**src/hdl/iod_map.svh**
```systemverilog
// Behaviour
// - bit set and clear reach only I/O addresses 0x00 to 0x1F
// - skip tests read one bit directly in I/O addresses 0x00 to 0x1F
// - writing one clears a status flag; writing zero leaves it alone
// - bit set/clear rewrite the whole register, so set flags get cleared
// - dedicated I/O reads and writes use I/O addresses 0x00 to 0x3F
// - load and store reach an I/O register at its address plus 0x20
// - dedicated I/O instructions never reach beyond the 64 locations
// - data addresses 0x60 to 0xFF are reached by load and store only
`ifndef IOD_MAP_SVH
`define IOD_MAP_SVH

// address space limits
`define IOD_BIT_TOP 8'h1F
`define IOD_DATA_OFS 8'h20
`define IOD_EXT_LO 8'h60
`define IOD_IO_HI_ZERO 2'h0
`define IOD_ONE_BIT 8'h01
`define IOD_RST_VAL 8'h00

// register indices in the 64-location I/O space
`define IOD_PORT_A_PIN 6'h00
`define IOD_PORT_A_DIR 6'h01
`define IOD_PORT_A_OUT 6'h02
`define IOD_PORT_B_PIN 6'h03
`define IOD_PORT_B_DIR 6'h04
`define IOD_PORT_B_OUT 6'h05
`define IOD_PORT_C_PIN 6'h06
`define IOD_PORT_C_DIR 6'h07
`define IOD_PORT_C_OUT 6'h08
`define IOD_PORT_D_PIN 6'h09
`define IOD_PORT_D_DIR 6'h0A
`define IOD_PORT_D_OUT 6'h0B
`define IOD_RESV_PROBE 6'h10
`define IOD_TMR0_FLG 6'h15
`define IOD_TMR1_FLG 6'h16
`define IOD_TMR2_FLG 6'h17
`define IOD_PCHG_FLG 6'h1B
`define IOD_XIRQ_FLG 6'h1C
`define IOD_XIRQ_MSK 6'h1D
`define IOD_SCRATCH0 6'h1E
`define IOD_NV_DATA 6'h20
`define IOD_NV_ADDR_LO 6'h21
`define IOD_NV_ADDR_HI 6'h22
`define IOD_TMR_GEN_CTL 6'h23
`define IOD_TMR0_CTL_A 6'h24
`define IOD_TMR0_CTL_B 6'h25
`define IOD_TMR0_CNT 6'h26
`define IOD_TMR0_CMP_A 6'h27
`define IOD_TMR0_CMP_B 6'h28
`define IOD_SCRATCH1 6'h2A
`define IOD_SCRATCH2 6'h2B
`define IOD_SPI_CTL 6'h2C
`define IOD_SPI_STAT 6'h2D
`define IOD_SPI_DATA 6'h2E
`define IOD_CMP_CS 6'h30
`define IOD_DBG_MBOX 6'h31

// implemented bit masks
`define IOD_MSK_FULL 8'hFF
`define IOD_MSK_NONE 8'h00
`define IOD_TMR0_W1C 8'h07
`define IOD_TMR1_W1C 8'h27
`define IOD_TMR2_W1C 8'h07
`define IOD_PCHG_W1C 8'h0F
`define IOD_XIRQ_W1C 8'h07
`define IOD_XIRQ_RW 8'h07
`define IOD_NV_HI_RW 8'h07
`define IOD_GEN_CTL_RW 8'h83
`define IOD_CTL_A_RW 8'hF3
`define IOD_CTL_B_RW 8'hCF
`define IOD_SPI_ST_RO 8'hC0
`define IOD_SPI_ST_RW 8'h01
`define IOD_CMP_RW 8'hCF
`define IOD_CMP_W1C 8'h10
`define IOD_CMP_RO 8'h20
`define IOD_SPI_ST_LSB 6
`define IOD_CMP_OUT_BIT 5
`define IOD_CMP_EVT_BIT 4

`endif

```
**src/hdl/iod_pkg.sv**
```systemverilog
package iod_pkg;

  // operation presented by the core
  typedef enum logic [3:0] {
    IOD_NOP,
    IOD_IN_OP,
    IOD_OUT_OP,
    IOD_SET_IO_BIT_OP,
    IOD_CLEAR_IO_BIT_OP,
    IOD_SKIP_IF_IO_BIT_SET_OP,
    IOD_SKIP_IF_IO_BIT_CLEAR_OP,
    IOD_DATA_LOAD_OP,
    IOD_DATA_STORE_OP
  } iod_op_t;

  typedef struct packed {
    logic valid;
    iod_op_t op;
    logic [7:0] addr;
    logic [2:0] bitsel;
    logic [7:0] wdata;
  } iod_req_t;

  typedef struct packed {
    logic [7:0] a;
    logic [7:0] b;
    logic [7:0] c;
    logic [7:0] d;
  } iod_pins_t;

  // one-cycle flag set pulses and status levels from the peripherals
  typedef struct packed {
    logic [7:0] tmr0;
    logic [7:0] tmr1;
    logic [7:0] tmr2;
    logic [7:0] pin_chg;
    logic [7:0] ext_irq;
    logic [1:0] spi_stat;
    logic cmp_out;
    logic cmp_evt;
  } iod_evt_t;

  typedef struct packed {
    logic req;
    logic we;
    logic [7:0] addr;
    logic [7:0] wdata;
  } iod_ext_t;

  typedef struct packed {
    logic [7:0] rw;
    logic [7:0] w1c;
    logic [7:0] ro;
  } iod_mask_t;

  typedef logic [63:0][7:0] iod_image_t;

endpackage

```
**src/hdl/iod_top.sv**
```systemverilog
`timescale 1ns/10ps
`default_nettype none
`include "iod_map.svh"

module iod_top #(
  parameter int IO_LOCS = 64
) (
  // clock, reset, enable
  input wire logic i_mclk,
  input wire logic i_nrst,
  input wire logic i_ce,
  // core request
  input wire iod_pkg::iod_req_t i_req,
  // peripheral side
  input wire iod_pkg::iod_pins_t i_pins,
  input wire iod_pkg::iod_evt_t i_evt,
  input wire logic [7:0] i_ext_rdata,
  // core answer
  output logic [7:0] o_rdata,
  output logic o_ack,
  output logic o_skip,
  output logic o_busy,
  output logic o_resv_wr,
  // extended space and register image
  output iod_pkg::iod_ext_t o_ext,
  output iod_pkg::iod_image_t o_image
);

  logic [1:0] rst_sync_r;
  logic rst_n;
  logic busy_r;
  logic ext_load_r;
  iod_pkg::iod_image_t reg_r;
  iod_pkg::iod_image_t hw_set;
  iod_pkg::iod_image_t hw_in;
  logic acc;
  logic is_io;
  logic is_bit;
  logic is_tst;
  logic is_data;
  logic local_hit;
  logic ext_hit;
  logic wr_en;
  logic [5:0] idx;
  logic [7:0] data_off;
  logic [7:0] rd_val;
  logic [7:0] wr_val;
  logic [7:0] bit_sel;
  logic tbit;
  iod_pkg::iod_mask_t cur_mask;

  // reset released through two flops so release is clean
  always_ff @(posedge i_mclk or negedge i_nrst) begin
    if (!i_nrst) begin
      rst_sync_r <= 2'h0;
    end else begin
      rst_sync_r <= {rst_sync_r[0], 1'b1};
    end
  end
  assign rst_n = rst_sync_r[1];

  // implemented bits of each location; unlisted ones stay all zero
  function automatic iod_pkg::iod_mask_t mask_of(input logic [5:0] a);
    iod_pkg::iod_mask_t m;
    m = '0;
    case (a)
      `IOD_PORT_A_PIN, `IOD_PORT_B_PIN, `IOD_PORT_C_PIN,
      `IOD_PORT_D_PIN: begin
        m.ro = `IOD_MSK_FULL;
      end
      `IOD_PORT_A_DIR, `IOD_PORT_A_OUT, `IOD_PORT_B_DIR, `IOD_PORT_B_OUT,
      `IOD_PORT_C_DIR, `IOD_PORT_C_OUT, `IOD_PORT_D_DIR, `IOD_PORT_D_OUT,
      `IOD_SCRATCH0, `IOD_SCRATCH1, `IOD_SCRATCH2, `IOD_NV_DATA,
      `IOD_NV_ADDR_LO, `IOD_TMR0_CNT, `IOD_TMR0_CMP_A, `IOD_TMR0_CMP_B,
      `IOD_SPI_CTL, `IOD_SPI_DATA, `IOD_DBG_MBOX: begin
        m.rw = `IOD_MSK_FULL;
      end
      `IOD_TMR0_FLG: m.w1c = `IOD_TMR0_W1C;
      `IOD_TMR1_FLG: m.w1c = `IOD_TMR1_W1C;
      `IOD_TMR2_FLG: m.w1c = `IOD_TMR2_W1C;
      `IOD_PCHG_FLG: m.w1c = `IOD_PCHG_W1C;
      `IOD_XIRQ_FLG: m.w1c = `IOD_XIRQ_W1C;
      `IOD_XIRQ_MSK: m.rw = `IOD_XIRQ_RW;
      `IOD_NV_ADDR_HI: m.rw = `IOD_NV_HI_RW;
      `IOD_TMR_GEN_CTL: m.rw = `IOD_GEN_CTL_RW;
      `IOD_TMR0_CTL_A: m.rw = `IOD_CTL_A_RW;
      `IOD_TMR0_CTL_B: m.rw = `IOD_CTL_B_RW;
      `IOD_SPI_STAT: begin
        m.rw = `IOD_SPI_ST_RW;
        m.ro = `IOD_SPI_ST_RO;
      end
      `IOD_CMP_CS: begin
        m.rw = `IOD_CMP_RW;
        m.w1c = `IOD_CMP_W1C;
        m.ro = `IOD_CMP_RO;
      end
      default: m = '0;
    endcase
    return m;
  endfunction

  // route peripheral pulses and levels onto their locations
  always_comb begin
    hw_set = '0;
    hw_in = '0;
    hw_in[`IOD_PORT_A_PIN] = i_pins.a;
    hw_in[`IOD_PORT_B_PIN] = i_pins.b;
    hw_in[`IOD_PORT_C_PIN] = i_pins.c;
    hw_in[`IOD_PORT_D_PIN] = i_pins.d;
    hw_in[`IOD_SPI_STAT][`IOD_SPI_ST_LSB +: 2] = i_evt.spi_stat;
    hw_in[`IOD_CMP_CS][`IOD_CMP_OUT_BIT] = i_evt.cmp_out;
    hw_set[`IOD_TMR0_FLG] = i_evt.tmr0;
    hw_set[`IOD_TMR1_FLG] = i_evt.tmr1;
    hw_set[`IOD_TMR2_FLG] = i_evt.tmr2;
    hw_set[`IOD_PCHG_FLG] = i_evt.pin_chg;
    hw_set[`IOD_XIRQ_FLG] = i_evt.ext_irq;
    hw_set[`IOD_CMP_CS][`IOD_CMP_EVT_BIT] = i_evt.cmp_evt;
  end

  // decode the request into a location and an access kind
  always_comb begin
    acc = i_req.valid && !busy_r;
    is_io = (i_req.op == iod_pkg::IOD_IN_OP) ||
            (i_req.op == iod_pkg::IOD_OUT_OP);
    is_bit = (i_req.op == iod_pkg::IOD_SET_IO_BIT_OP) ||
             (i_req.op == iod_pkg::IOD_CLEAR_IO_BIT_OP);
    is_tst = (i_req.op == iod_pkg::IOD_SKIP_IF_IO_BIT_SET_OP) ||
             (i_req.op == iod_pkg::IOD_SKIP_IF_IO_BIT_CLEAR_OP);
    is_data = (i_req.op == iod_pkg::IOD_DATA_LOAD_OP) ||
              (i_req.op == iod_pkg::IOD_DATA_STORE_OP);
    data_off = i_req.addr - `IOD_DATA_OFS;
    idx = is_data ? data_off[5:0] : i_req.addr[5:0];
    local_hit = 1'b0;
    ext_hit = 1'b0;
    if (is_io) begin
      local_hit = (i_req.addr[7:6] == `IOD_IO_HI_ZERO);
    end else if (is_bit || is_tst) begin
      local_hit = (i_req.addr <= `IOD_BIT_TOP);
    end else if (is_data) begin
      local_hit = (i_req.addr >= `IOD_DATA_OFS) &&
                  (i_req.addr < `IOD_EXT_LO);
      ext_hit = (i_req.addr >= `IOD_EXT_LO);
    end
  end

  // read value, bit test and the value a write lays down
  always_comb begin
    rd_val = reg_r[idx];
    cur_mask = mask_of(idx);
    bit_sel = `IOD_ONE_BIT << i_req.bitsel;
    tbit = rd_val[i_req.bitsel];
    wr_val = i_req.wdata;
    wr_en = 1'b0;
    case (i_req.op)
      iod_pkg::IOD_OUT_OP, iod_pkg::IOD_DATA_STORE_OP: begin
        wr_en = acc && local_hit;
      end
      iod_pkg::IOD_SET_IO_BIT_OP: begin
        wr_en = acc && local_hit;
        wr_val = rd_val | bit_sel;
      end
      iod_pkg::IOD_CLEAR_IO_BIT_OP: begin
        wr_en = acc && local_hit;
        wr_val = rd_val & ~bit_sel;
      end
      default: wr_en = 1'b0;
    endcase
  end

  // one storage byte per location; masks make reserved bits constant zero
  generate
    for (genvar g = 0; g < IO_LOCS; g++) begin : g_loc
      localparam iod_pkg::iod_mask_t M = mask_of(6'(g));
      logic hit;
      logic [7:0] wv;
      logic [7:0] reg_nxt;
      assign hit = wr_en && (idx == 6'(g));
      assign wv = hit ? wr_val : `IOD_RST_VAL;
      assign reg_nxt = ((hit ? wr_val : reg_r[g]) & M.rw) |
                       (reg_r[g] & M.w1c & ~wv) |
                       (hw_set[g] & M.w1c) |
                       (hw_in[g] & M.ro);
      always_ff @(posedge i_mclk or negedge rst_n) begin
        if (!rst_n) begin
          reg_r[g] <= `IOD_RST_VAL;
        end else if (i_ce) begin
          reg_r[g] <= reg_nxt;
        end
      end
    end
  endgenerate

  assign o_image = reg_r;

  // answer to the core; extended accesses take one cycle more
  always_ff @(posedge i_mclk or negedge rst_n) begin
    if (!rst_n) begin
      o_rdata <= `IOD_RST_VAL;
      o_ack <= 1'b0;
      o_skip <= 1'b0;
      o_resv_wr <= 1'b0;
    end else if (i_ce) begin
      o_ack <= 1'b0;
      o_skip <= 1'b0;
      o_resv_wr <= 1'b0;
      if (busy_r) begin
        o_ack <= 1'b1;
        o_rdata <= ext_load_r ? i_ext_rdata : `IOD_RST_VAL;
      end else if (acc && !ext_hit) begin
        o_ack <= 1'b1;
        o_rdata <= local_hit ? rd_val : `IOD_RST_VAL;
        if (is_tst && local_hit) begin
          o_skip <= (i_req.op == iod_pkg::IOD_SKIP_IF_IO_BIT_SET_OP) ?
                    tbit : !tbit;
        end
        o_resv_wr <= wr_en && (cur_mask == '0);
      end
    end
  end

  // extended space strobe; the far side answers during it
  always_ff @(posedge i_mclk or negedge rst_n) begin
    if (!rst_n) begin
      busy_r <= 1'b0;
      ext_load_r <= 1'b0;
      o_ext <= '0;
    end else if (i_ce) begin
      if (busy_r) begin
        busy_r <= 1'b0;
        o_ext.req <= 1'b0;
        o_ext.we <= 1'b0;
      end else if (acc && ext_hit) begin
        busy_r <= 1'b1;
        ext_load_r <= (i_req.op == iod_pkg::IOD_DATA_LOAD_OP);
        o_ext.req <= 1'b1;
        o_ext.we <= (i_req.op == iod_pkg::IOD_DATA_STORE_OP);
        o_ext.addr <= i_req.addr;
        o_ext.wdata <= i_req.wdata;
      end
    end
  end

  assign o_busy = busy_r;
endmodule

`default_nettype wire

```
**config.mk**
```make
export PLATFORM = sky130hd
export DESIGN_NAME = iod_top
export DESIGN_NICKNAME = d
export VERILOG_FILES = /design/src/hdl/iod_pkg.sv /design/src/hdl/iod_top.sv
export VERILOG_INCLUDE_DIRS = /design/src /design/src/hdl
export SDC_FILE = /design/constraint.sdc
export NUM_CORES = 1
export LEC_CHECK = 0
export BUFFER_PORTS_ARGS = -buffer_cell sky130_fd_sc_hd__buf_4
export CORE_AREA = 8 8 251 253
export CTS_CLUSTER_DIAMETER = 60
export CTS_CLUSTER_SIZE = 14
export DETAILED_ROUTE_END_ITERATION = 8
export DIE_AREA = 0 0 259 261
export GPL_ROUTABILITY_DRIVEN = 0
export GPL_TIMING_DRIVEN = 0
export SLEW_MARGIN = 20
export SYNTH_ARGS = -nofsm -noshare
export SYNTH_HDL_FRONTEND = slang
export SYNTH_SLANG_ARGS = --single-unit
```
**constraint.sdc**
```tcl
create_clock -name i_mclk -period 20.8 [get_ports i_mclk]
set_clock_uncertainty 0.05 [all_clocks]
set_input_delay 2.08 -clock i_mclk [delete_from_list [all_inputs] [get_ports i_mclk]]
set_output_delay 2.08 -clock i_mclk [all_outputs]
set_load 0.05 [all_outputs]
```
**Yosys cells after proc, flatten, opt, wreduce, memory -nomap -nowiden**

Index checks and enable logic that the tools add are counted.

- Memories kept: 0
- Memory bits (writable): 0
- Bits in latches: 0
- Output and inout bits: 542
- Logic and storage cells: 245
- ROM bits: 0
- Bits in registers: 294
- Input bits: 111

- $add $sub $neg: 1
- Shift operators: 1
- Bitwise logic cells: 25
- Reduce and logical (&&, ||, !) cells: 84
- Equal/unequal tests: 42
- Divide/modulo/power cells: 0
- $mul: 0
- $lt $le $gt $ge: 6
- Multiplexer cells: 40

Operator list:

| cell | number |
|---|---|
| equality test 6 bit, second input constant | 16 |
| 2-to-1 mux 8 bit | 12 |
| NOT 8 bit | 7 |
| AND reduction 2 bit | 26 |
| binary-select mux 8 bit (select 6 bit) | 1 |
| case mux 8 bit (6 select lines) | 1 |
| equality test 6 x 5 -> 1 bit, second input constant | 7 |
| logical AND 1 bit | 38 |
| bitwise AND 3 x 8 -> 8 bit | 3 |
| equality test 6 x 3 -> 1 bit, second input constant | 4 |
| equality test 6 x 4 -> 1 bit, second input constant | 4 |
| zero test 24 bit | 1 |
| bitwise OR 8 x 3 -> 8 bit | 3 |
| case mux 6 bit (4 select lines) | 1 |
| case mux 8 bit (3 select lines) | 1 |
| 2-to-1 mux 1 bit | 19 |
| OR reduction 19 bit | 1 |
| 2-to-1 mux 18 bit | 1 |
| equality test 4 x 3 -> 1 bit, second input constant | 4 |
| bitwise OR 8 x 6 -> 8 bit | 2 |
| bitwise OR 8 bit | 2 |
| case mux 8 bit (2 select lines) | 1 |
| equality test 6 x 2 -> 1 bit, second input constant | 2 |
| bitwise AND 4 x 8 -> 8 bit | 1 |
| 31 further kinds | 41 |

**Longest topological paths before layout**

- Depth after elaboration: 14
- Mapped depth: 14
- Depth with buffers taken out: 8

**Worst setup path before layout**

Ideal clock, no wire load.

- Path kind: input port to flip-flop
- Start: in i_req[12] (netlist bit)
- End: reg reg_r, in the netlist o_image[240]
- Slack: 16.205 ns
- Library setup time: 0.134 ns
- Path buffers: 3
- Cell stages on the path: 10
- Arrival: 4.412 ns
- Path through: buf_2 clkbuf_1 mux4_1 mux2_2 a2111oi_0 o32ai_1 mux2_2 mux2i_1 clkbuf_1 o21ai_0

- Cells in the longest elaborated chain, start to end: 9

Ends and longest elaborated chain:

| what | RTL line | text |
|---|---|---|
| start, declared | iod_top.sv:13 | `input wire iod_pkg::iod_req_t i_req,` |
| branches (longest 9 deep; another with subtractor 6 bit) | -- |  |
| end signal, assigned by index | iod_top.sv:185 | `` reg_r[g] <= `IOD_RST_VAL; `` |
| end signal, assigned by index | iod_top.sv:187 | `reg_r[g] <= reg_nxt;` |
| end, declared | iod_top.sv:33 | `iod_pkg::iod_image_t reg_r;` |

Several ways; the timed one is not identified. The select of a mux whose other input is x is not followed.
A chain may end at the register's enable or synchronous reset.

**Worst setup path in the final report**

- Start: in i_req[12] (netlist bit)
- End: reg reg_r, in the netlist o_image[265]

The elaborated chain is that of the path after synthesis.

==> results.sh <==
export IMPL_nFillCells=6069
export IMPL_antenna_found_initial=9
export IMPL_rr_worst_depth=8
export IMPL_syn_area_mm2=0.0152
export IMPL_fin_crit_ns=5.98
export IMPL_vias=14076
export IMPL_cp_cell_sequence="buf_2 > buf_2 > buf_1 > buf_2 > nor3b_1 > o21ai_0 > o211ai_1 > a21oi_1 > o21bai_1 > a22oi_1 > clkbuf_1 > o21ai_0"
export IMPL_async_flop_share_pct=100
export IMPL_drive_above_1_share_pct=38.6
export IMPL_critPathLaunchType="input pin"
export IMPL_first_pass_iters=6
export IMPL_grt_pass1_vias=13924
export IMPL_slew_violations=0
export IMPL_htreeDepth=1
export IMPL_period_share_pct=28.8
export IMPL_hp_class="flip-flop to async pin"
export IMPL_die_area_mm2=0.0676
export IMPL_path_clk_slew_ns=0.07
export IMPL_dp_cells=2945
export IMPL_wl_mm=79.0
export IMPL_layout_commonest_cell="buf_4"
export IMPL_regToRegEndpoint="o_image[280]"
export IMPL_dp_hpwl_mm=64.4
export IMPL_outcome="completed"
export IMPL_post_dp_cell_area_mm2=0.0199
export IMPL_reg2reg_from="o_image[304]"
export IMPL_r2r_setup_slack_ns=16.55
export IMPL_slew_limit_headroom_pct=27.8
export IMPL_synth_edf_count=0
export IMPL_cts_resized_gates=0
export IMPL_synth_flop_cell="dfrtp_1"
export IMPL_netlist_instances=1535
export IMPL_die_w_um=259
export IMPL_maxCapViolCount=0
export IMPL_clock_fmax_mhz=167
export IMPL_path_max_fanout=10
export IMPL_fin_ws_ns=14.82
export IMPL_area_growth_pct=38.0
export IMPL_synth_avg_cell_area_um2=9.88
export IMPL_fin_cells=2998
export IMPL_path_common_cell="buf_2"
export IMPL_vias_per_cell=4.70
export IMPL_power_density_mw_per_mm2=72.5
export IMPL_crit_required_ns=21.17
export IMPL_grt_max_degree=52
export IMPL_port_buffers=343
export IMPL_cp_depth=12
export IMPL_hold_viol=0
export IMPL_ys_seq_elements=266
export IMPL_pre_cts_slack_ns=14.26
export IMPL_rsz0062_at_grt="false"
export IMPL_grt_pass1_wl_mm=108
export IMPL_yosysWarnings=0
export IMPL_fin_util_pct=35.3
export IMPL_yosysTopAreaCell="dfrtp_1"
export IMPL_wl_per_cell_um=26.4
export IMPL_synth_top_area_share_pct=43.9
export IMPL_track_usage_pct=22.1
export IMPL_ctsHoldBuffers=0
export IMPL_ant_nets=0
export IMPL_end_kind="flip-flop"
export IMPL_cts_tree="built"
export IMPL_coreArea_mm2=0.0593
export IMPL_finalPower_mw=1.52
export IMPL_seq_area_frac_synth_pct=43.9
export IMPL_drc=0
export IMPL_detail_route_iter0_violations=1437
export IMPL_root_buffer="clkbuf_16"
export IMPL_synth_cell_types=87
export IMPL_path_class="input pin to flip-flop"
export IMPL_cts_buffers=31
export IMPL_die_height_um=261
export IMPL_setup_viol=0
export IMPL_grt_overflow=0
export IMPL_ir_drop_v=0.0000554
export IMPL_tightest_slew_ns=1.07
export IMPL_start_util_pct=25.5
export IMPL_slowest_delay_ns=0.83
export IMPL_fin_nets=2307
export IMPL_cts_buffer_depth=3
export IMPL_final_area_mm2=0.0209
export IMPL_timing_hold_ws_ns=0.252
export IMPL_p_leak_nw=10.4
export IMPL_crit_slowest_cell="clkbuf_1"
export IMPL_layout_common_cells="buf_4 (625), conb_1 (280), dfrtp_1 (265), nand2_1 (248), o21ai_0 (174)"
export IMPL_cp_top_family="buffers and inverters"
export IMPL_io_pins=653
export IMPL_synth_area_leaders="dfrtp_1 (44%), buf_4 (14%), nand2_1 (6.1%)"
export IMPL_cts_sinks=266
export IMPL_cts_setup_buffers=0
export IMPL_critPathBufInv=5
export IMPL_critPathArrivalTime_ns=6.35
export IMPL_clk_insertion_delay_late_ns=0.60
export IMPL_fin_tns_setup_ns=0
export IMPL_rows=90
[report_power, final]
part	internal (mW)	switching, mW	leakage (nW)
logic	0.113	0.298	6.44
registers	0.538	0.0180	3.49
clock network	0.301	0.251	0.487
total	0.951	0.566	10.4
[Yosys cell counts, drive strengths merged (5+ instances only)]
library cell and count:
mux2i 24, and3 9, nand2 249, o21ai 200, mux4 25, inv 7, a22oi 17, a21oi 36
nand3 18, nand2b 7, a221o 10, a21o 9, buf 319, nand3b 6, nor2 37, nand4 11
nand4b 6, dfrtp 266, clkbuf 64, nor2b 6, a221oi 8, nor3 6, and2 9, a211oi 6
mux2 76, a31oi 5, nor3b 8
[how the worst max path moves through the flow]
stage | startpoint | to | slack [ns]
after floorplan | rst_sync_r[1] | ext_load_r | 12.79
after CTS | i_req[12] | o_image[280] | 14.90
after global placement | rst_sync_r[1] | o_ext[13] | 9.28
after global routing | i_req[12] | o_image[232] | 14.80
final | i_req[12] | o_image[265] | 14.82
after detailed placement | i_req[12] | o_image[280] | 14.26
[final cells by class]
class	count	area, um^2	area share [%]
Inverter	8	30.0	0.143
Timing Repair Buffer	350	2720	13.0
Sequential cell	266	6660	31.8
Clock buffer	35	821	3.92
Antenna cell	3	7.51	0.0359
Buffer	383	2590	12.4
Clock inverter	15	180	0.861
Tap cell	782	978	4.68
Multi-Input combinational cell	1156	6940	33.2
[per-layer routing]
metal / routed length [um] / GRT usage [%] / up-vias
li1: - / - / 6165
met1: 26900 / 23.9 / 6886
met2: 38900 / 38.6 / 845
met3: 10300 / 9.76 / 174
met4: 2800 / 6.87 / 6
met5: 34 / 0 / -
[worst reg2reg max path, stage by stage, from the launching register on]
cell and delay [ns]:
dfrtp_1 0.42, mux4_1 0.53, mux2_2 0.32, a2111oi_0 0.69, o32ai_1 0.37, mux2_2 0.37, mux2i_1 0.34, clkbuf_1 0.74
o21ai_0 0.25
[state kept, by name, indices dropped and copies added (netlist names)]
signal and count:
o_ext 18, o_resv_wr 1, o_rdata 8, ext_load_r 1, rst_sync_r 2, o_skip 1
o_ack 1, o_busy 1, o_image 233
[cells by family after synthesis]
logic type	synth area share (%)
buffers and inverters	17.3
muxes	11.3
xor gates and xnor gates	0.116
and+or+nand+nor	12.7
AOI/OAI and AO/OA	14.7
other	0.0495
DFF	43.9
Note: power is estimated with default switching activity, not from simulation.
